File: config.mk
export PLATFORM = sky130hd
export DESIGN_NAME = adcb_backend
export DESIGN_NICKNAME = d
export VERILOG_FILES = /design/src/adcb_pkg.sv /design/src/adcb_backend.sv /design/src/adcb_dc_filter.sv
export SDC_FILE = /design/constraint.sdc
export NUM_CORES = 1
export LEC_CHECK = 0
export ABC_AREA = 1
export BUFFER_PORTS_ARGS = -buffer_cell sky130_fd_sc_hd__clkbuf_2
export CAP_MARGIN = 5
export CORE_MARGIN = 3
export CORE_UTILIZATION = 48
export CTS_CLUSTER_DIAMETER = 120
export DETAILED_ROUTE_END_ITERATION = 6
export GPL_ROUTABILITY_DRIVEN = 1
export GPL_TIMING_DRIVEN = 1
export PLACE_DENSITY = 0.69
export RECOVER_POWER = 50
export SYNTH_ARGS = -nofsm -noshare
export SYNTH_HDL_FRONTEND = slang
export SYNTH_HIERARCHICAL = 1
export SYNTH_SLANG_ARGS = --single-unit
export TNS_END_PERCENT = 5
File: constraint.sdc
create_clock -name mclk -period 5.1 [get_ports mclk]
set_clock_uncertainty 0.2 [all_clocks]
set_input_delay 0.51 -clock mclk [delete_from_list [all_inputs] [get_ports mclk]]
set_output_delay 0.51 -clock mclk [all_outputs]
set_load 0.005 [all_outputs]
File: src/adcb_pkg.sv
// Shared constants and types for the ADC back end block
package adcb_pkg;

    // Core clock and the exported modulator clock
    localparam int MCLK_MHZ = 200;
    localparam int MOD_PERIOD_NS = 48;
    // Half period of the modulator clock in core cycles, rounded up
    localparam logic [7:0] MOD_HALF_CYC =
        8'((MOD_PERIOD_NS * MCLK_MHZ + 1999) / 2000);

    // Register indices; byte address is four times the index
    localparam logic [9:0] IDX_PIN_SEL = 10'h033;
    localparam logic [9:0] IDX_DC_CTRL = 10'h066;
    localparam logic [9:0] IDX_DC_LATCH = 10'h067;
    localparam logic [9:0] IDX_RES_HI = 10'h068;
    localparam logic [9:0] IDX_RES_MID = 10'h069;
    localparam logic [9:0] IDX_RES_LO = 10'h06a;
    localparam logic [9:0] IDX_ADC_CFG = 10'h010;

    // Field positions
    localparam int PIN_SEL_LSB = 2;
    localparam int DC_EN_BIT = 7;
    localparam int DC_TYPE_BIT = 5;
    localparam int DC_LEN_LSB = 0;
    localparam int LATCH_BIT = 6;
    localparam int PRST_EN_BIT = 5;
    localparam int PRST_EXP_LSB = 0;
    localparam int CFG_DMIC_BIT = 0;
    localparam int CFG_WLEN_LSB = 2;
    localparam int CFG_OSR_LSB = 16;

    // Field values and reset values
    localparam logic [3:0] PIN_SEL_MODCLK = 4'ha;
    localparam logic [3:0] PIN_SEL_RST = 4'h0;
    localparam logic [4:0] DC_LEN_RST = 5'h01;
    localparam logic [4:0] DC_LEN_MIN = 5'h01;
    localparam logic [4:0] DC_LEN_MAX = 5'h14;
    localparam logic [9:0] OSR_RST = 10'h080;
    localparam logic [10:0] OSR_ZERO_MEANS = 11'h400;
    localparam logic [1:0] WLEN_RST = 2'h0;

    // Serial word length codes
    localparam logic [1:0] WLEN_16 = 2'h0;
    localparam logic [1:0] WLEN_20 = 2'h1;
    localparam logic [1:0] WLEN_24 = 2'h2;

    // Fraction bits of the 2.22 result
    localparam logic [4:0] DC_FRAC_BITS = 5'h16;

    // Left and right words handed to the serial interface
    typedef struct packed {
        logic [31:0] left;
        logic [31:0] right;
    } adcb_pair_type;

    // Measurement filter settings
    typedef struct packed {
        logic enable;
        logic iir;
        logic [4:0] len;
        logic prst_en;
        logic [4:0] prst_exp;
    } adcb_dc_cfg_type;

endpackage

File: src/adcb_backend.sv
// Mono ADC digital back end with microphone port and DC measurement
//
// What this block and its software must do
// One 32-bit word pair each sample period
// Left and right words carry same sample
// Words truncated to configured word length
// Selector 1010 drives modulator clock on pin
// Microphone returns one-bit stream on data pin
// Microphone bit captured at modulator clock rise
// Microphone mode bypasses analog; ratio sets decimation
// Software mutes before changing filter coefficients
// Control bit enables DC measurement mode
// Measure only while recording is idle
// Result is signed 24-bit 2.22 value
// Result readable in three byte registers
// Freeze bit holds result for reading
// Software clears freeze bit after reading
// Type bit selects averaging or IIR
// Length field 1..20 sets averaging over 2^length samples
// Same field sets IIR coefficient
// Periodic averaging reset every 2^R periods
// Length should stay below reset exponent
// Reset disabled means averaging never resets
// Decimate oversampled stream to sample rate
// Average output is mean of recent samples
// Coefficient update order mute, wait, write, unmute
`timescale 1ns/100ps
module adcb_backend (
    // Clock and reset
    input wire logic mclk,
    input wire logic rst_b,
    // APB slave
    input wire logic psel,
    input wire logic penable,
    input wire logic pwrite,
    input wire logic [11:0] paddr,
    input wire logic [31:0] pwdata,
    input wire logic [3:0] pstrb,
    output logic [31:0] prdata,
    output logic pready,
    output logic pslverr,
    // Modulator sources
    input wire logic adc_mod_bit,
    input wire logic serial_data_in,
    // Multifunction pin
    output logic multifunction_pin_one_out,
    output logic multifunction_pin_one_oe,
    // Analog front end bypass
    output logic analog_bypass,
    // Serial interface words
    output adcb_pkg::adcb_pair_type asi_words,
    output logic asi_valid
);

    // Pin selector field
    logic [3:0] pin_sel;
    // Measurement settings
    adcb_pkg::adcb_dc_cfg_type dc_cfg;
    // Freeze bit
    logic freeze;
    // Word length code and oversampling ratio
    logic [1:0] wlen;
    logic [9:0] adc_oversampling_ratio;
    // Frozen copy of the result
    logic [23:0] held;
    // Live filter output
    logic [23:0] dc_result;
    // Modulator clock divider
    logic [7:0] div_cnt;
    logic modulator_clock;
    // Data pin synchroniser
    logic din_meta;
    logic din_sync;
    // Decimator
    logic [10:0] dec_cnt;
    logic signed [11:0] dec_acc;

    // Register decode
    wire [9:0] reg_idx = paddr[11:2];
    wire hit_pin = reg_idx == adcb_pkg::IDX_PIN_SEL;
    wire hit_dc = reg_idx == adcb_pkg::IDX_DC_CTRL;
    wire hit_latch = reg_idx == adcb_pkg::IDX_DC_LATCH;
    wire hit_hi = reg_idx == adcb_pkg::IDX_RES_HI;
    wire hit_mid = reg_idx == adcb_pkg::IDX_RES_MID;
    wire hit_lo = reg_idx == adcb_pkg::IDX_RES_LO;
    wire hit_cfg = reg_idx == adcb_pkg::IDX_ADC_CFG;
    wire reg_hit = hit_pin | hit_dc | hit_latch | hit_hi | hit_mid |
        hit_lo | hit_cfg;
    // Access phase waits one cycle so that pready comes from a flop
    wire apb_access = psel & penable & ~pready;
    // Writes land at the edge where pready is sampled high
    wire wr_go = psel & penable & pready & pwrite & reg_hit;
    wire wr_lane0 = wr_go & pstrb[0];

    // Read data per register; unused bits read zero
    wire [31:0] rd_pin = {24'h0, 2'h0, pin_sel, 2'h0};
    wire [31:0] rd_dc = {24'h0, dc_cfg.enable, 1'b0, dc_cfg.iir,
        dc_cfg.len};
    wire [31:0] rd_latch = {24'h0, 1'b0, freeze, dc_cfg.prst_en,
        dc_cfg.prst_exp};
    wire [31:0] rd_hi = {24'h0, held[23:16]};
    wire [31:0] rd_mid = {24'h0, held[15:8]};
    wire [31:0] rd_lo = {24'h0, held[7:0]};
    wire [31:0] rd_cfg = {6'h0, adc_oversampling_ratio, 12'h0, wlen,
        1'b0, analog_bypass};
    wire [31:0] rd_mux = hit_pin ? rd_pin :
        hit_dc ? rd_dc :
        hit_latch ? rd_latch :
        hit_hi ? rd_hi :
        hit_mid ? rd_mid :
        hit_lo ? rd_lo :
        hit_cfg ? rd_cfg : 32'h0;

    // Modulator clock divider from the core clock
    wire div_done = div_cnt == (adcb_pkg::MOD_HALF_CYC - 8'h01);
    wire next_modulator_clock = div_done ? ~modulator_clock :
        modulator_clock;
    // One-cycle pulse at each rising edge of the modulator clock
    wire mod_rise = div_done & ~modulator_clock;
    wire pin_drives_clk = pin_sel == adcb_pkg::PIN_SEL_MODCLK;

    // Bit source: microphone stream or analog modulator
    wire mod_bit = analog_bypass ? din_sync : adc_mod_bit;

    // Decimation ratio; zero stands for the largest ratio
    wire [10:0] osr_eff = (adc_oversampling_ratio == 10'h0) ?
        adcb_pkg::OSR_ZERO_MEANS : {1'b0, adc_oversampling_ratio};
    // At-least compare: lowering the ratio mid-count cannot stall
    wire dec_done = dec_cnt >= (osr_eff - 11'h001);
    wire signed [11:0] step = mod_bit ? 12'sh001 : 12'shfff;
    wire signed [11:0] next_dec_acc = dec_acc + step;
    // Sample placed at the top of a 32-bit word
    wire [31:0] full_word = {next_dec_acc, 20'h0};
    // Round down by dropping bits below the word length
    wire [31:0] wlen_mask = (wlen == adcb_pkg::WLEN_16) ? 32'hffff0000 :
        (wlen == adcb_pkg::WLEN_20) ? 32'hfffff000 :
        (wlen == adcb_pkg::WLEN_24) ? 32'hffffff00 : 32'hffffffff;
    wire [31:0] asi_word = full_word & wlen_mask;

    // APB answer: ready, data and error one cycle into access
    always_ff @(posedge mclk or negedge rst_b)
    begin
        if (!rst_b)
        begin
            pready <= 1'b0;
            prdata <= 32'h0;
            pslverr <= 1'b0;
        end
        else
        begin
            pready <= apb_access;
            // Unmapped address errors; flag stands only with pready
            pslverr <= apb_access & ~reg_hit;
            if (apb_access)
            begin
                prdata <= pwrite ? 32'h0 : rd_mux;
            end
        end
    end

    // Pin selector and measurement control registers
    always_ff @(posedge mclk or negedge rst_b)
    begin
        if (!rst_b)
        begin
            pin_sel <= adcb_pkg::PIN_SEL_RST;
            dc_cfg <= '{1'b0, 1'b0, adcb_pkg::DC_LEN_RST, 1'b0, 5'h00};
            freeze <= 1'b0;
        end
        else if (wr_lane0)
        begin
            if (hit_pin)
            begin
                pin_sel <= pwdata[adcb_pkg::PIN_SEL_LSB +: 4];
            end
            if (hit_dc)
            begin
                dc_cfg.enable <= pwdata[adcb_pkg::DC_EN_BIT];
                dc_cfg.iir <= pwdata[adcb_pkg::DC_TYPE_BIT];
                dc_cfg.len <= pwdata[adcb_pkg::DC_LEN_LSB +: 5];
            end
            if (hit_latch)
            begin
                freeze <= pwdata[adcb_pkg::LATCH_BIT];
                dc_cfg.prst_en <= pwdata[adcb_pkg::PRST_EN_BIT];
                dc_cfg.prst_exp <= pwdata[adcb_pkg::PRST_EXP_LSB +: 5];
            end
        end
    end

    // Front end configuration register, byte lanes honoured
    always_ff @(posedge mclk or negedge rst_b)
    begin
        if (!rst_b)
        begin
            analog_bypass <= 1'b0;
            wlen <= adcb_pkg::WLEN_RST;
            adc_oversampling_ratio <= adcb_pkg::OSR_RST;
        end
        else if (wr_go && hit_cfg)
        begin
            // Microphone mode also bypasses the analog section
            if (pstrb[0])
            begin
                analog_bypass <= pwdata[adcb_pkg::CFG_DMIC_BIT];
                wlen <= pwdata[adcb_pkg::CFG_WLEN_LSB +: 2];
            end
            if (pstrb[2])
            begin
                adc_oversampling_ratio[7:0] <=
                    pwdata[adcb_pkg::CFG_OSR_LSB +: 8];
            end
            if (pstrb[3])
            begin
                adc_oversampling_ratio[9:8] <=
                    pwdata[adcb_pkg::CFG_OSR_LSB + 8 +: 2];
            end
        end
    end

    // Read-back copy tracks the filter until frozen
    always_ff @(posedge mclk or negedge rst_b)
    begin
        if (!rst_b)
        begin
            held <= 24'h0;
        end
        else if (!freeze)
        begin
            // Freeze stops updates so three byte reads stay coherent
            held <= dc_result;
        end
    end

    // Modulator clock and the multifunction pin driver
    always_ff @(posedge mclk or negedge rst_b)
    begin
        if (!rst_b)
        begin
            div_cnt <= 8'h00;
            modulator_clock <= 1'b0;
            multifunction_pin_one_out <= 1'b0;
            multifunction_pin_one_oe <= 1'b0;
        end
        else
        begin
            div_cnt <= div_done ? 8'h00 : div_cnt + 8'h01;
            modulator_clock <= next_modulator_clock;
            // Pin shows the clock only for the selector code
            multifunction_pin_one_out <= pin_drives_clk &
                next_modulator_clock;
            multifunction_pin_one_oe <= pin_drives_clk;
        end
    end

    // Two-stage synchroniser on the microphone data pin
    always_ff @(posedge mclk or negedge rst_b)
    begin
        if (!rst_b)
        begin
            din_meta <= 1'b0;
            din_sync <= 1'b0;
        end
        else
        begin
            din_meta <= serial_data_in;
            din_sync <= din_meta;
        end
    end

    // Decimator: one sample per ratio modulator periods
    always_ff @(posedge mclk or negedge rst_b)
    begin
        if (!rst_b)
        begin
            dec_cnt <= 11'h000;
            dec_acc <= 12'sh000;
            asi_words <= '0;
            asi_valid <= 1'b0;
        end
        else
        begin
            asi_valid <= mod_rise & dec_done;
            // Bit is taken at the modulator clock rising edge
            if (mod_rise)
            begin
                if (dec_done)
                begin
                    dec_cnt <= 11'h000;
                    dec_acc <= 12'sh000;
                    // Mono channel copied to both slots
                    asi_words.left <= asi_word;
                    asi_words.right <= asi_word;
                end
                else
                begin
                    dec_cnt <= dec_cnt + 11'h001;
                    dec_acc <= next_dec_acc;
                end
            end
        end
    end

    // Measurement filter fed by the same modulator stream
    adcb_dc_filter u_dc_filter (
        .clk(mclk),
        .rst_b(rst_b),
        .tick(mod_rise),
        .bit_in(mod_bit),
        .cfg(dc_cfg),
        .result(dc_result)
    );

endmodule

File: src/adcb_dc_filter.sv
// DC measurement filter: block average or first-order IIR
`timescale 1ns/100ps
module adcb_dc_filter (
    // Clock and reset
    input wire logic clk,
    input wire logic rst_b,
    // Modulator bit stream
    input wire logic tick,
    input wire logic bit_in,
    // Settings
    input wire adcb_pkg::adcb_dc_cfg_type cfg,
    // Result in 2.22 format
    output logic [23:0] result
);

    // Block counter and running sum of +1/-1 steps
    logic [19:0] blk_cnt;
    logic signed [21:0] blk_sum;
    // Periodic reset counter, counts modulator periods
    logic [31:0] prst_cnt;
    // IIR state with guard bits
    logic signed [25:0] iir_y;

    // Clamp the length field into its legal range
    wire [4:0] len_eff = (cfg.len < adcb_pkg::DC_LEN_MIN) ?
        adcb_pkg::DC_LEN_MIN :
        (cfg.len > adcb_pkg::DC_LEN_MAX) ? adcb_pkg::DC_LEN_MAX : cfg.len;
    // Last count of a block of two to the length samples
    wire [20:0] blk_span = 21'h1 << len_eff;
    wire [19:0] blk_last = 20'(blk_span - 21'h1);
    wire blk_done = blk_cnt == blk_last;
    // One modulator bit as a signed step
    wire signed [21:0] step = bit_in ? 22'sh000001 : 22'sh3fffff;
    wire signed [21:0] sum_n = blk_sum + step;
    // Mean scaled to 22 fraction bits; full scale is exactly +/-1.0
    wire [4:0] avg_sh = adcb_pkg::DC_FRAC_BITS - len_eff;
    wire signed [23:0] avg_ext = {{2{sum_n[21]}}, sum_n};
    wire signed [23:0] avg_val = avg_ext <<< avg_sh;
    // Periodic reset after two to the exponent periods
    wire [31:0] prst_last = (32'h1 << cfg.prst_exp) - 32'h1;
    wire prst_hit = cfg.prst_en && (prst_cnt == prst_last);
    // IIR: y += (x - y) / 2^D, x is +/-1.0
    wire signed [25:0] iir_x = bit_in ? 26'sh0400000 : 26'sh3c00000;
    wire signed [25:0] iir_d = iir_x - iir_y;
    wire signed [25:0] iir_n = iir_y + (iir_d >>> len_eff);

    // Filter state; everything clears while the mode is off
    always_ff @(posedge clk or negedge rst_b)
    begin
        if (!rst_b)
        begin
            blk_cnt <= 20'h0;
            blk_sum <= 22'sh0;
            prst_cnt <= 32'h0;
            iir_y <= 26'sh0;
            result <= 24'h0;
        end
        else if (!cfg.enable)
        begin
            blk_cnt <= 20'h0;
            blk_sum <= 22'sh0;
            prst_cnt <= 32'h0;
            iir_y <= 26'sh0;
            result <= 24'h0;
        end
        else if (tick)
        begin
            // Reset counter idles at zero when disabled
            prst_cnt <= prst_hit ? 32'h0 :
                cfg.prst_en ? prst_cnt + 32'h1 : 32'h0;
            if (cfg.iir)
            begin
                // IIR output follows every modulator period
                iir_y <= iir_n;
                result <= 24'(iir_n);
            end
            else
            begin
                // A reset mid-block drops the partial sum
                if (blk_done || prst_hit)
                begin
                    blk_cnt <= 20'h0;
                    blk_sum <= 22'sh0;
                end
                else
                begin
                    blk_cnt <= blk_cnt + 20'h1;
                    blk_sum <= sum_n;
                end
                // Completed block publishes its mean
                if (blk_done)
                begin
                    result <= avg_val;
                end
            end
        end
    end

endmodule

-- Yosys cells after proc, flatten, opt, wreduce, memory -nomap -nowiden
Index checks and enable logic that the tools add are counted.
- flip-flop bits (word level): 282
- bits in latches: 0
- memory bits (writable): 0
- ROM bits: 0
- bits of input ports: 55
- output and inout port bits: 102
- word-level logic and storage cells: 142
- memories kept: 0
- $add $sub $neg: 12
- multipliers: 0
- div/mod/pow operators: 0
- magnitude comparators: 3
- equality and inequality tests: 17
- shift-type cells: 4
- muxes and demuxes: 41
- bitwise logic cells: 20
- reductions and logical operators: 15
- operators by type and width (kind ; number):
    26-bit 2-to-1 mux ; 12
    32-bit 2-to-1 mux ; 4
    22-bit 2-to-1 mux ; 5
    24-bit 2-to-1 mux ; 4
    20-bit 2-to-1 mux ; 4
    10-bit by 7-bit equality test with 1-bit output (second input constant) ; 5
    12-bit 2-to-1 mux ; 3
    32-bit by 1-bit adder with 32-bit output (second input constant) ; 1
    32-bit bitwise AND ; 1
    32-bit equality test ; 1
    1-bit by 5-bit left shift with 32-bit output (first input constant) ; 1
    32-bit by 1-bit subtractor with 32-bit output (second input constant) ; 1
    26-bit adder ; 1
    26-bit by 5-bit >>> shifter with 26-bit output ; 1
    26-bit subtractor ; 1
    22-bit by 5-bit <<< shifter with 24-bit output ; 1
    22-bit adder ; 1
    11-bit 2-to-1 mux ; 2
    20-bit by 1-bit adder with 20-bit output (second input constant) ; 1
    20-bit equality test ; 1
    2-bit AND reduction ; 10
    1-bit by 5-bit left shift with 20-bit output (first input constant) ; 1
    20-bit by 1-bit subtractor with 20-bit output (second input constant) ; 1
    16-bit 2-to-1 mux ; 1
    27 further kinds ; 48

-- Longest topological paths before layout
Gate-level depths: netlist of run 1.
- depth after elaboration: 11
- mapped depth: 34

-- Modules after synthesis
Netlist of run 1, hierarchy kept.
- modules (own cells, without submodules) (module ; times used ; cells an instance ; area each (um^2)):
    adcb_dc_filter ; 1 ; 2233 ; 13678.1
    adcb_backend ; 1 ; 839 ; 7064.3

-- Least setup slack after synthesis of run 1
No wires, ideal clock.
- kind: input port to flip-flop
- start: in adc_mod_bit
- end: reg u_dc_filter.result[18]
- data arrival time: 4.956 ns
- data required time: 4.784 ns
- setup slack: -0.173 ns
- stages: 31
- path through: inv_1 > o21ai_0 > inv_1 > ha_1 > nand2_1 > nor4_1 > nand3_1 > nand3_1 > nand2_1 > inv_2 > nand2_1 > nand3_1 > nand3_1 > nand2_1 > a21oi_1 > ha_1 > a21oi_1 > o21ai_0 > a21oi_1 > o21ai_0 > nand3_1 > nand2_1 > nand2_1 > nand2_1 > nand2_1 > nand2_1 > nand2_1 > nand3_1 > nand2_1 > nand2_1 > nand2_1
- cells in the longest elaborated chain, start to end: 8
- elaborated cells between the ends (all ways): 12
- classes of those cells: 3 x add/sub; 2 x shift; 7 x mux
- ends and longest elaborated chain (element ; RTL line ; source):
    from (decl) ; adcb_backend.sv:43 ; input wire logic adc_mod_bit,
    1-bit 2-to-1 mux (*) ; adcb_backend.sv:123 ; wire mod_bit = analog_bypass ? din_sync : adc_mod_bit;
    via mod_bit ; adcb_backend.sv:123 ;
    26-bit 2-to-1 mux / 22-bit 2-to-1 mux (equally long branches) ; adcb_dc_filter.sv:43, adcb_dc_filter.sv:33 ;
    26-bit subtractor / 22-bit adder (equally long branches) ; adcb_dc_filter.sv:44, adcb_dc_filter.sv:34 ;
    26-bit by 5-bit >>> shifter with 26-bit output / 22-bit by 5-bit <<< shifter with 24-bit output (equally long branches) ; adcb_dc_filter.sv:45, adcb_dc_filter.sv:38 ;
    26-bit adder / 24-bit 2-to-1 mux (equally long branches) ; adcb_dc_filter.sv:45, adcb_dc_filter.sv:91 ;
    24-bit 2-to-1 mux (*) ; adcb_dc_filter.sv:71 ; if (cfg.iir)
    24-bit 2-to-1 mux (*) ; adcb_dc_filter.sv:66 ; else if (tick)
    24-bit 2-to-1 mux (*) ; adcb_dc_filter.sv:58 ; else if (!cfg.enable)
    to (signal assigned) ; adcb_dc_filter.sv:75 ; result <= 24'(iir_n);
    to (signal assigned) ; adcb_dc_filter.sv:93 ; result <= avg_val;
    to (decl) ; adcb_dc_filter.sv:13 ; output logic [23:0] result
Mark *: on every way through the listed nets, which the timed path passes. The rest lies on a longest branch. The select of a mux whose other input is x is not followed.
A chain may end at the register's enable or synchronous reset.

-- Worst setup path in the final report of run 1
- start: reg analog_bypass
- end: reg u_dc_filter.result[22]
- cells in the longest elaborated chain, start to end: 8
- elaborated cells between the ends (all ways): 12
- classes of those cells: 3 x add/sub; 2 x shift; 7 x mux
- ends and longest elaborated chain (element ; RTL line ; source):
    from (decl) ; adcb_backend.sv:49 ; output logic analog_bypass,
    from (signal assigned) ; adcb_backend.sv:205 ; analog_bypass <= pwdata[adcb_pkg::CFG_DMIC_BIT];
    1-bit 2-to-1 mux (*) ; adcb_backend.sv:123 ;
    via mod_bit ; adcb_backend.sv:123 ;
    26-bit 2-to-1 mux / 22-bit 2-to-1 mux (equally long branches) ; adcb_dc_filter.sv:43, adcb_dc_filter.sv:33 ;
    26-bit subtractor / 22-bit adder (equally long branches) ; adcb_dc_filter.sv:44, adcb_dc_filter.sv:34 ;
    26-bit by 5-bit >>> shifter with 26-bit output / 22-bit by 5-bit <<< shifter with 24-bit output (equally long branches) ; adcb_dc_filter.sv:45, adcb_dc_filter.sv:38 ;
    26-bit adder / 24-bit 2-to-1 mux (equally long branches) ; adcb_dc_filter.sv:45, adcb_dc_filter.sv:91 ;
    24-bit 2-to-1 mux (*) ; adcb_dc_filter.sv:71 ;
    24-bit 2-to-1 mux (*) ; adcb_dc_filter.sv:66 ;
    24-bit 2-to-1 mux (*) ; adcb_dc_filter.sv:58 ;
Marks and branches as above.

==> impl.org, run 1 <==
** Global routing
- Via count of the first global-routing pass :: roughly 20,000
- Overall track demand over capacity in global routing :: 26.3%
- Initial antenna violation count :: 0
- Maximum number of pins on one net before global-route repair :: 122
- Met3 Usage GRT :: under 10%
- Met1 track demand over resource :: a little over a third
- The first global-routing pass estimated 99,100 um of wire.
- Global routing finished with a remaining overflow of 0.
- Most used routing layer :: met2
- For this run, global-route usage on met2 was measured as between 40% and 50%.

** STA
- Count of pins over their slew limit :: 101
- After layout, the minimum clock period comes to a little under 5 ns.
- At the pin with the least slew margin, the transition time is between 3 and 4 ns.
- Final setup violating endpoints :: 0
- Timing would allow up to 202 MHz.
- Of the available clock period, the critical path in the final layout requires 97.0%.
- The tightest hold path in the finished design has a slack of around 0.04 ns.
- Worst slew slack as a fraction of its limit :: -134%
- Total negative setup slack :: 0 ns
- Hold Vio Cnt, Final :: 0
- Setup repair after global routing could not meet its margin everywhere.

** Outcome
- The run finished, with violations left.
- Violations in the final reports :: capacitance limit, slew limit

** Pwr
- Net switching is 26.3% of the power.
- Int Pwr :: 3.74 mW
- Switching power summed over all nets :: 1.33 mW
- In this run, flip-flops and latches consume between 40% and 50% of the power.
- Clk network pwr share :: 47.4%
- Total power divided by cell area :: 219 mW/mm^2
- Share of total power in combinational logic :: 12.5%
- The design draws 5.08 mW.
- Across the VDD grid, the largest voltage drop is roughly 0.00027 V.
- For this design the static power due to leakage is between 10 and 15 nW.

** Synth
- Synth Area in XOR/XNOR :: 5.05%
- Count of state elements after synthesis :: about 250
- Dominant combinational cell family by area after synthesis :: simple AND/OR/NAND/NOR gates
- Sequential-to-total area share from yosys stat :: 29.9%
- Synth warn :: 6
- Yosys cell types :: a little over 60
- In this run the mean area of a mapped cell was 6.75 um^2.
- The share of synthesized area in the top cell type comes to 29.7%.
- Adder-cell share of the synthesized area :: 5.05%
- Simple logic cell fraction of the synthesized area :: 35.1%
- Commonest cells post-synth :: 843 x nand2_1, 346 x nand3_1, 335 x inv_1
- Mux cell area share after synthesis :: 0.923%
- Predominant post-synthesis flop cell :: dfrtp_1
- Synthesis handed over a netlist of around 3,100 instances.
- Post-Syn Area :: 0.0207 mm^2
- Asr flop ratio synth :: 100%
- In this run, synthesis inferred 0 flip-flops with an integrated enable.
- Top cells by area in the synthesized netlist :: dfrtp_1 30%, nand2_1 15%, nand3_1 8.3%
- Fraction of the mapped netlist area in compound gates :: 12.6%
- Summed over all instances, the cell type with the most area after synthesis is dfrtp_1.
- Most common cell in the netlist :: nand2_1

** Worst setup path
- The worst setup path is captured at a flop.
- At the worst endpoint, the arrival time is between 5 and 6 ns.
- Maximum fanout along the worst path :: 4
- Data required time at the worst endpoint :: 5.42 ns
- Setup CP Type :: flop to flop
- Crit Reg-Reg Startpoint :: analog_bypass$_DFFE_PN0P_
- Launching element of the worst setup path :: analog_bypass$_DFFE_PN0P_
- Minimum setup slack among reg-to-reg paths :: 0.15 ns
- CP Launch Type :: flop
- Worst R2R Path Depth :: 27
- FF-to-FF End :: u_dc_filter/result[22]$_DFFE_PN0P_

** Layout
- After filler insertion, the fill cell instance count of the layout stands at roughly 4,100.
- Total number of nets in the final design :: 3,347
- Share of final-layout standard cells stronger than drive strength 1 :: 12.0%
- Area of the multi-input gates :: roughly 0.012 mm^2
- Area taken by flip-flops and latches :: ~0.0062 mm^2
- Ant. Diodes :: 0
- Area added between synthesis and finish :: 11.8%

** Route
- The final layout contains routed wiring with a total length of 60,900 um.
- Detailed-route wire length per cell :: 16.0 um
- Remaining DRCs :: 0
- Detailed-routing iteration count for the pre-antenna-repair pass :: 6
- Using the TritonRoute via totals, the vias-per-cell ratio works out to roughly 5.5.
- Number of design-rule violations left by the first detailed-router iteration :: 1,846
- Vias :: 20,842
- In this run the remaining antenna-violating nets after routing total 0.

** Die
- Placeable core region :: 0.0423 mm^2
- Area enclosed by the die boundary :: 0.0457 mm^2
- The initial utilization of the core area, before any placement, comes to 49.0%.
- The die is 214 um tall.
- For this design the top-level I/O count stands at 157.
- Total number of placement rows :: 75
- Measured along the x axis, the die boundary spans 214 um.

** Worst hold path
- Type of the most critical hold path :: primary input to flop
- Hold Path Origin :: pwdata[4]
- Hold Path End :: dc_cfg[10]$_DFFE_PN0P_
- Counting instances, the worst hold path has a depth of 3.

** Placement
- Final HPWL DP :: 46,900 um
- PortBufs :: 85
- Final weighted congestion of routability-driven global placement :: 0.978

** CTS
- In this run the number of H-tree levels came out at 1.
- Clock-pin transition on the worst setup and hold timing paths :: ~0.060 ns
- Worst skew pair latency :: 0.59 ns
- Number of buffers created by CTS :: 31
- CTS placed an instance of clkbuf_16 at the clock tree root.
- Worst-case clock buffer depth :: 3
- CTS tree :: built
- Sinks on Clock Net :: 248

** Run
- # Max-Cap Violations :: 2
[repair_timing]
action	4_1_cts	5_1_grt
hold buffers	17	0
gates resized for setup	0	30
buffers inserted	0	0
endpoints found under the hold margin	81	0
endpoints found under the setup margin	0	25
[state kept, by name, indices dropped and copies added (netlist names), 2 cells and up]
register                count
prdata                     18
u_dc_filter/blk_cnt        20
asi_words                  12
held                       24
u_dc_filter/iir_y          26
u_dc_filter/blk_sum        22
adc_oversampling_ratio     10
wlen                        2
dc_cfg                     13
u_dc_filter/result         24
div_cnt                     8
pin_sel                     4
dec_acc                    12
dec_cnt                    11
u_dc_filter/prst_cnt       32
[worst max path at each step]
stage | to | cells after the start
3_5_place_dp | u_dc_filter/result[22]$_DFFE_PN0P_ | 28
5_1_grt | u_dc_filter/result[22]$_DFFE_PN0P_ | 27
4_1_cts | u_dc_filter/result[22]$_DFFE_PN0P_ | 27
6_report | u_dc_filter/result[22]$_DFFE_PN0P_ | 27
2_1_floorplan | u_dc_filter/result[18]$_DFFE_PN0P_ | 31
3_3_place_gp | u_dc_filter/result[17]$_DFFE_PN0P_ | 29
[per-layer routing]
metal,vias to the layer above,wire [um],part of all wire (%)
met5,-,0,0
met3,104,3980,6.5
met1,9745,27300,45
li1,10271,-,-
met4,0,1460,2.4
met2,722,28100,46
[power groups by stage]
stage / registers (mW) / clock network, mW / logic, mW
2_1_floorplan: 2.07 / 0 / 0.464
3_3_place_gp: 2.07 / 0 / 0.602
3_5_place_dp: 2.07 / 0 / 0.618
4_1_cts: 2.04 / 2.46 / 0.633
6_report: 2.04 / 2.41 / 0.632
5_1_grt: 2.04 / 2.55 / 0.728
[through the flow]
| stage | instances | area, um^2 | worst slack [ns] | util (%) |
|---|---|---|---|---|
| 4_1_cts | 3812 | 23200 | 0.117 | 54.8 |
| 6_report | 3812 | 23200 | 0.153 | 54.8 |
| 3_5_place_dp | 3737 | 21900 | -0.0132 | 51.7 |
| 2_1_floorplan | 3125 | 20900 | 0.132 | - |
| 3_3_place_gp | 3737 | 21900 | 0.110 | 51.7 |
| 5_1_grt | 3812 | 23200 | -0.0942 | 54.8 |
[placed cells by master, fill, tap and decap left out, types with 7 or more instances in the layout]
cell type      instances
clkinv_1               7
dlygate4sd3_1         17
buf_4                 98
a21oi_2                7
xor2_1                96
o21ai_2               42
nand2_2               15
a31oi_1                8
nand3_2                7
mux2_2                17
dfrtp_1              246
nand3_1              343
a21oi_1              119
o211ai_1               9
o21ai_1               30
nand2_1              841
ha_1                  78
nor4_1                13
o22ai_1               52
nand3b_1              10
bufinv_16              7
conb_1                55
xnor2_1               18
clkbuf_16             31
nor2_4                 7
o31ai_1                9
clkinv_2               9
nor3_1                42
nand4_1               66
nor2_2                24
clkbuf_1              41
or2_2                 18
inv_2                 26
o21ai_0              137
nor2_1               228
o21bai_1               9
inv_1                335
clkbuf_2              49
[cell type report]
type	instances	share of cell area (%)
tap	577	3.11
sequential	248	26.8
inverter	369	5.98
timing repair buffer	202	5.68
multi-input combinational	2358	53.6
clock buffer	39	3.60
clock inverter	19	1.25
[cell families after synthesis]
logic type	count (synthesis)
simple gates	1640
buf+inv	519
compound gates	446
flops	248
xor+xnor	118
fa+ha+maj	82
mux	17
other cells	2
[critical path: stages (launching register included)]
cell,delay [ns]
dfrtp_1,0.41
o21ai_1,0.17
buf_4,0.17
inv_1,0.12
ha_1,0.36
nand2_1,0.10
nor4_2,0.21
nand3_1,0.12
nand2_1,0.09
nand2_1,0.05
nand2_1,0.10
inv_2,0.06
buf_4,0.13
nand2_1,0.15
nand2_1,0.17
a21oi_1,0.28
ha_1,0.33
a21oi_1,0.24
o21ai_0,0.19
a21oi_1,0.20
nand3_1,0.17
a31o_2,0.25
a21oi_1,0.13
o21ai_1,0.14
buf_4,0.17
nand2_1,0.06
nand2_1,0.05
nand2_1,0.05
(Power assumes the default switching activity.)
==> run 2: changes to the inputs <==
- SETUP_SLACK_MARGIN: not set -> 0.05
- SYNTH_HIERARCHICAL: 1 -> not set
- TNS_END_PERCENT: 5 -> 20
==> run 2 against run 1 <==
Against the previous run: the flow still finishes with violations (capacitance limit, slew limit); flip-flop and latch count is the same; die area shrank 0.61%; synthesized cell count grew 1.3%; synthesized area shrank 0.62%; power grew 27%; routed wire length grew 5.0%; final area grew 0.67%; worst setup slack gained 0.14 ns; maximum frequency grew 2.8%; core utilization grew 0.49 points; register-to-register slack gained 0.14 ns; hold slack gained 0.023 ns.
==> impl.org, run 2 <==
** Route
- The count of nets left with antenna violations once routing finished came out at 0.
- Number of vias per cell :: 5.48
- Vias :: 20,888
- Detailed-route wire length :: 64,000 um
- Detailed-routing iteration count for the pre-antenna-repair pass :: 5
- For this run, design rule violations remaining after detail routing come to 0.
- Number of design-rule violations left by the first detailed-router iteration :: 1,818
- Dividing the detail-routed wire length by the instance count gives approximately 17 um.

** Pwr
- Dividing total power by cell area gives a power density of 277 mW/mm^2.
- Worst voltage drop across the vdd grid :: 0.000258 V
- For this design the static power due to leakage is roughly 12 nW.

** Placement
- PortBufs :: 85
- Final weighted congestion of routability-driven global placement :: 0.961
- Worst setup timing slack at the placement stage :: -0.255 ns
- Detailed placement ended at an HPWL of approximately 49,000 um.

** Synth
- Commonest cells post-synth :: 884 x nand2_1, 368 x nand3_1, 347 x inv_1
- Sequential cells were found to cover between 30% and 40% of the synthesized design area.
- Among all flip-flop cells after synthesis, the most frequent one is dfrtp_1.
- Synth warn :: 0
- Top cells by area in the synthesized netlist :: dfrtp_1 30%, nand2_1 16%, nand3_1 8.9%
- Number of enable flip-flop cells after synthesis :: 0
- Area share of the leading cell type in the synthesized netlist :: 29.9%
- Dominant cell type by area after synthesis :: dfrtp_1
- Yosys cell types :: 57
- Post-Syn Area :: 0.0206 mm^2
- In this run the mean area of a mapped cell was 6.62 um^2.
- Synthesis inferred approximately 250 register bits.
- Asr flop ratio synth :: 100%
- Synthesis produced about 3,100 cells.
- nand2_1 is the most common cell in the netlist.

** Layout
- Ant. Diodes :: 0
- From synthesis to final layout, the design area changed by 13.2%.
- The register with the most flip-flops in the layout has 32 of them.
- The largest registers in the layout are u_dc_filter.prst_cnt: 32 flops, u_dc_filter.iir_y: 26 flops.
- In the final layout, the share of cells above drive strength 1 is 11.3%.
- The library cells used most frequently in the layout, excluding fill and tap cells, are 867 x nand2_1, 356 x nand3_1, 338 x inv_1.
- The register with the most flip-flops in the final layout is u_dc_filter.prst_cnt.
- For this run, the post-layout net count is between 3,000 and 4,000.
- Most frequent standard cell in the layout excluding fill and tap cells :: nand2_1

** STA
- Setup ws final :: 0.288 ns
- Summed over all failing endpoints, the final setup total negative slack is 0 ns.
- Worst slew slack as a fraction of its limit :: -133%
- Slew at the pin with the worst max-slew slack :: around 3.5 ns
- Setup repair after global routing missed its margin :: yes
- Hold Vio Cnt, Final :: 0
- The worst path uses 94.3% of the clock period.
- Based on the critical path, the design can be clocked at up to about 210 MHz.
- The max-slew violation count is 78.
- After layout, the minimum clock period comes to 4.81 ns.
- Setup violations remaining at the end of the flow were counted as 0.

** CTS
- Number of buffers created by CTS :: 31
- Sinks on Clock Net :: 248
- The clock reaches the later pin of the worst-skew pair after 0.60 ns.
- In this run the number of H-tree levels came out at 1.
- No sink is reached through more buffers than the 3 on the longest clock path.
- Clock tree synthesis selected as its root buffer the cell clkbuf_16.
- Clock-pin transition on the worst setup and hold timing paths :: ~0.070 ns
- TritonCTS built the clock tree.

** Die
- In this run the horizontal extent of the chip is about 210 um.
- The floorplan step defined a die boundary enclosing 0.0455 mm^2.
- The die is ~210 um tall.
- IO Pins :: ~160
- Total number of placement rows :: 75
- Placeable core region :: 0.0422 mm^2
- Starting density of the core :: 48.8%

** Worst hold path
- Type of the most critical hold path :: primary input to flop

** Run
- The tool flagged a number of max-cap violations equal to 1.

** Worst setup path
- Cell with the biggest individual delay on the critical path :: dfrtp_1
- The cell that appears most often on the critical path is nand2_1.
- STA classifies the critical path endpoint as a flop.
- Data required time at the worst endpoint :: 5.43 ns
- Arrival time at the worst endpoint :: 5.14 ns
- Setup CP Type :: flop to flop
- The largest single stage delay on the critical path is 0.39 ns.
- Maximum fanout along the worst path :: 5
- The worst setup path is launched from a flop.

** Global routing
- Wire length of the first global-routing pass :: ~100,000 um
- The number of global-route vias before repair came to 19,865.
- Residual overflow from global routing :: 0
- Overall track demand over capacity in global routing :: 27.7%
- Initial antenna violation count :: 0
- Maximum number of pins on one net before global-route repair :: 111

** Outcome
- The final reports fail on capacitance limit, slew limit.
- The flow ran to the end, but the final reports show violations.
[run 2: cell types whose count changed in the layout (fill, tap and decap cells not counted), moves of 13 or more]
cell / previous run / this run
o21ai_2: 42 / 7
o21ai_1: 30 / 50
xor2_1: 96 / 112
nand2_1: 841 / 867
o22ai_1: 52 / 23
nand3_1: 343 / 356
nor2_2: 24 / 10
[run 2: cell type report]
type | instances | area (um^2)
flip-flops and latches | 248 | 6210
repair buffers | 212 | 1410
multi-input cells | 2389 | 12600
fillers | 4171 | 18900
well taps | 539 | 674
clock buffers | 39 | 846
inverters | 368 | 1390
clock inverters | 17 | 180
[run 2: what timing repair did]
action / CTS / global route
endpoints found under the hold margin: 95 / 0
setup buffers: 1 / 8
endpoints found under the setup margin: 5 / 33
gates resized for setup: 3 / 94
cloned: 0 / 0
hold buffers: 22 / 0
pin swaps: 0 / 32
[run 2: logic make-up after synthesis]
logic type / synth area share [%]
simple gates: 35.2
buf+inv: 11.3
compound gates: 10.8
flops: 30.1
xor+xnor: 5.76
fa+ha+maj: 5.27
mux: 1.51
other cells: 0.0364
[run 2: final timing paths]
| path | from | end | slack [ns] | depth (start not counted) |
|---|---|---|---|---|
| setup / recovery | analog_bypass$_DFFE_PN0P_ | u_dc_filter.result[21]$_DFFE_PN0P_ | 0.29 | 31 |
| hold / removal | pwdata[1] | dc_cfg[1]$_DFFE_PN0P_ | 0.06 | 3 |
| setup reg to reg | analog_bypass$_DFFE_PN0P_ | u_dc_filter.result[21]$_DFFE_PN0P_ | 0.29 | 31 |
| hold reg to reg | din_meta$_DFF_PN0_ | din_sync$_DFF_PN0_ | 0.16 | 0 |
| max in group asynchronous | rst_b | u_dc_filter.prst_cnt[15]$_DFFE_PN0P_ | 0.92 | 3 |
| min in group asynchronous | rst_b | dec_acc[5]$_DFFE_PN0P_ | 1.56 | 2 |
[run 2: critical path, delay by kind of cell, from the launching register on]
kind                     cells  cell delay, ns
AO/OA/AOI/OAI                9            1.53
AND/OR/NAND/NOR             14            1.25
buffers and inverters        6            0.70
adder cells (fa/ha/maj)      2            0.67
flip-flops                   1            0.39
[run 2: stage by stage]
stage	total power, mW	std cells	instance area, um^2	util, %	hold slack (ns)
finish	6.47	3812	23300	55.3	0.0636
global route	6.91	3812	23300	55.3	0.0517
CTS	6.49	3804	23000	54.5	0.0228
detailed placement	4.24	3725	21700	51.5	0.137
global placement	4.20	3725	21700	51.5	0.143
floorplan	3.72	3165	20800	-	0.0144
[run 2: routing by layer]
metal	up-vias	share of wire (%)	global-route usage, %	wire [um]
li1	10355	-	-	-
met1	9741	44	37.3	28300
met2	665	47	46.9	30000
met3	127	5.6	2.94	3570
met4	0	3.4	8.96	2170
met5	-	0	0	0
[run 2: where the power goes]
part	internal [mW]	leakage, nW	switching [mW]	total (mW)
clock network	1.29	0.504	0.927	2.21
logic	0.691	8.42	1.36	2.05
registers	2.11	2.99	0.0917	2.21
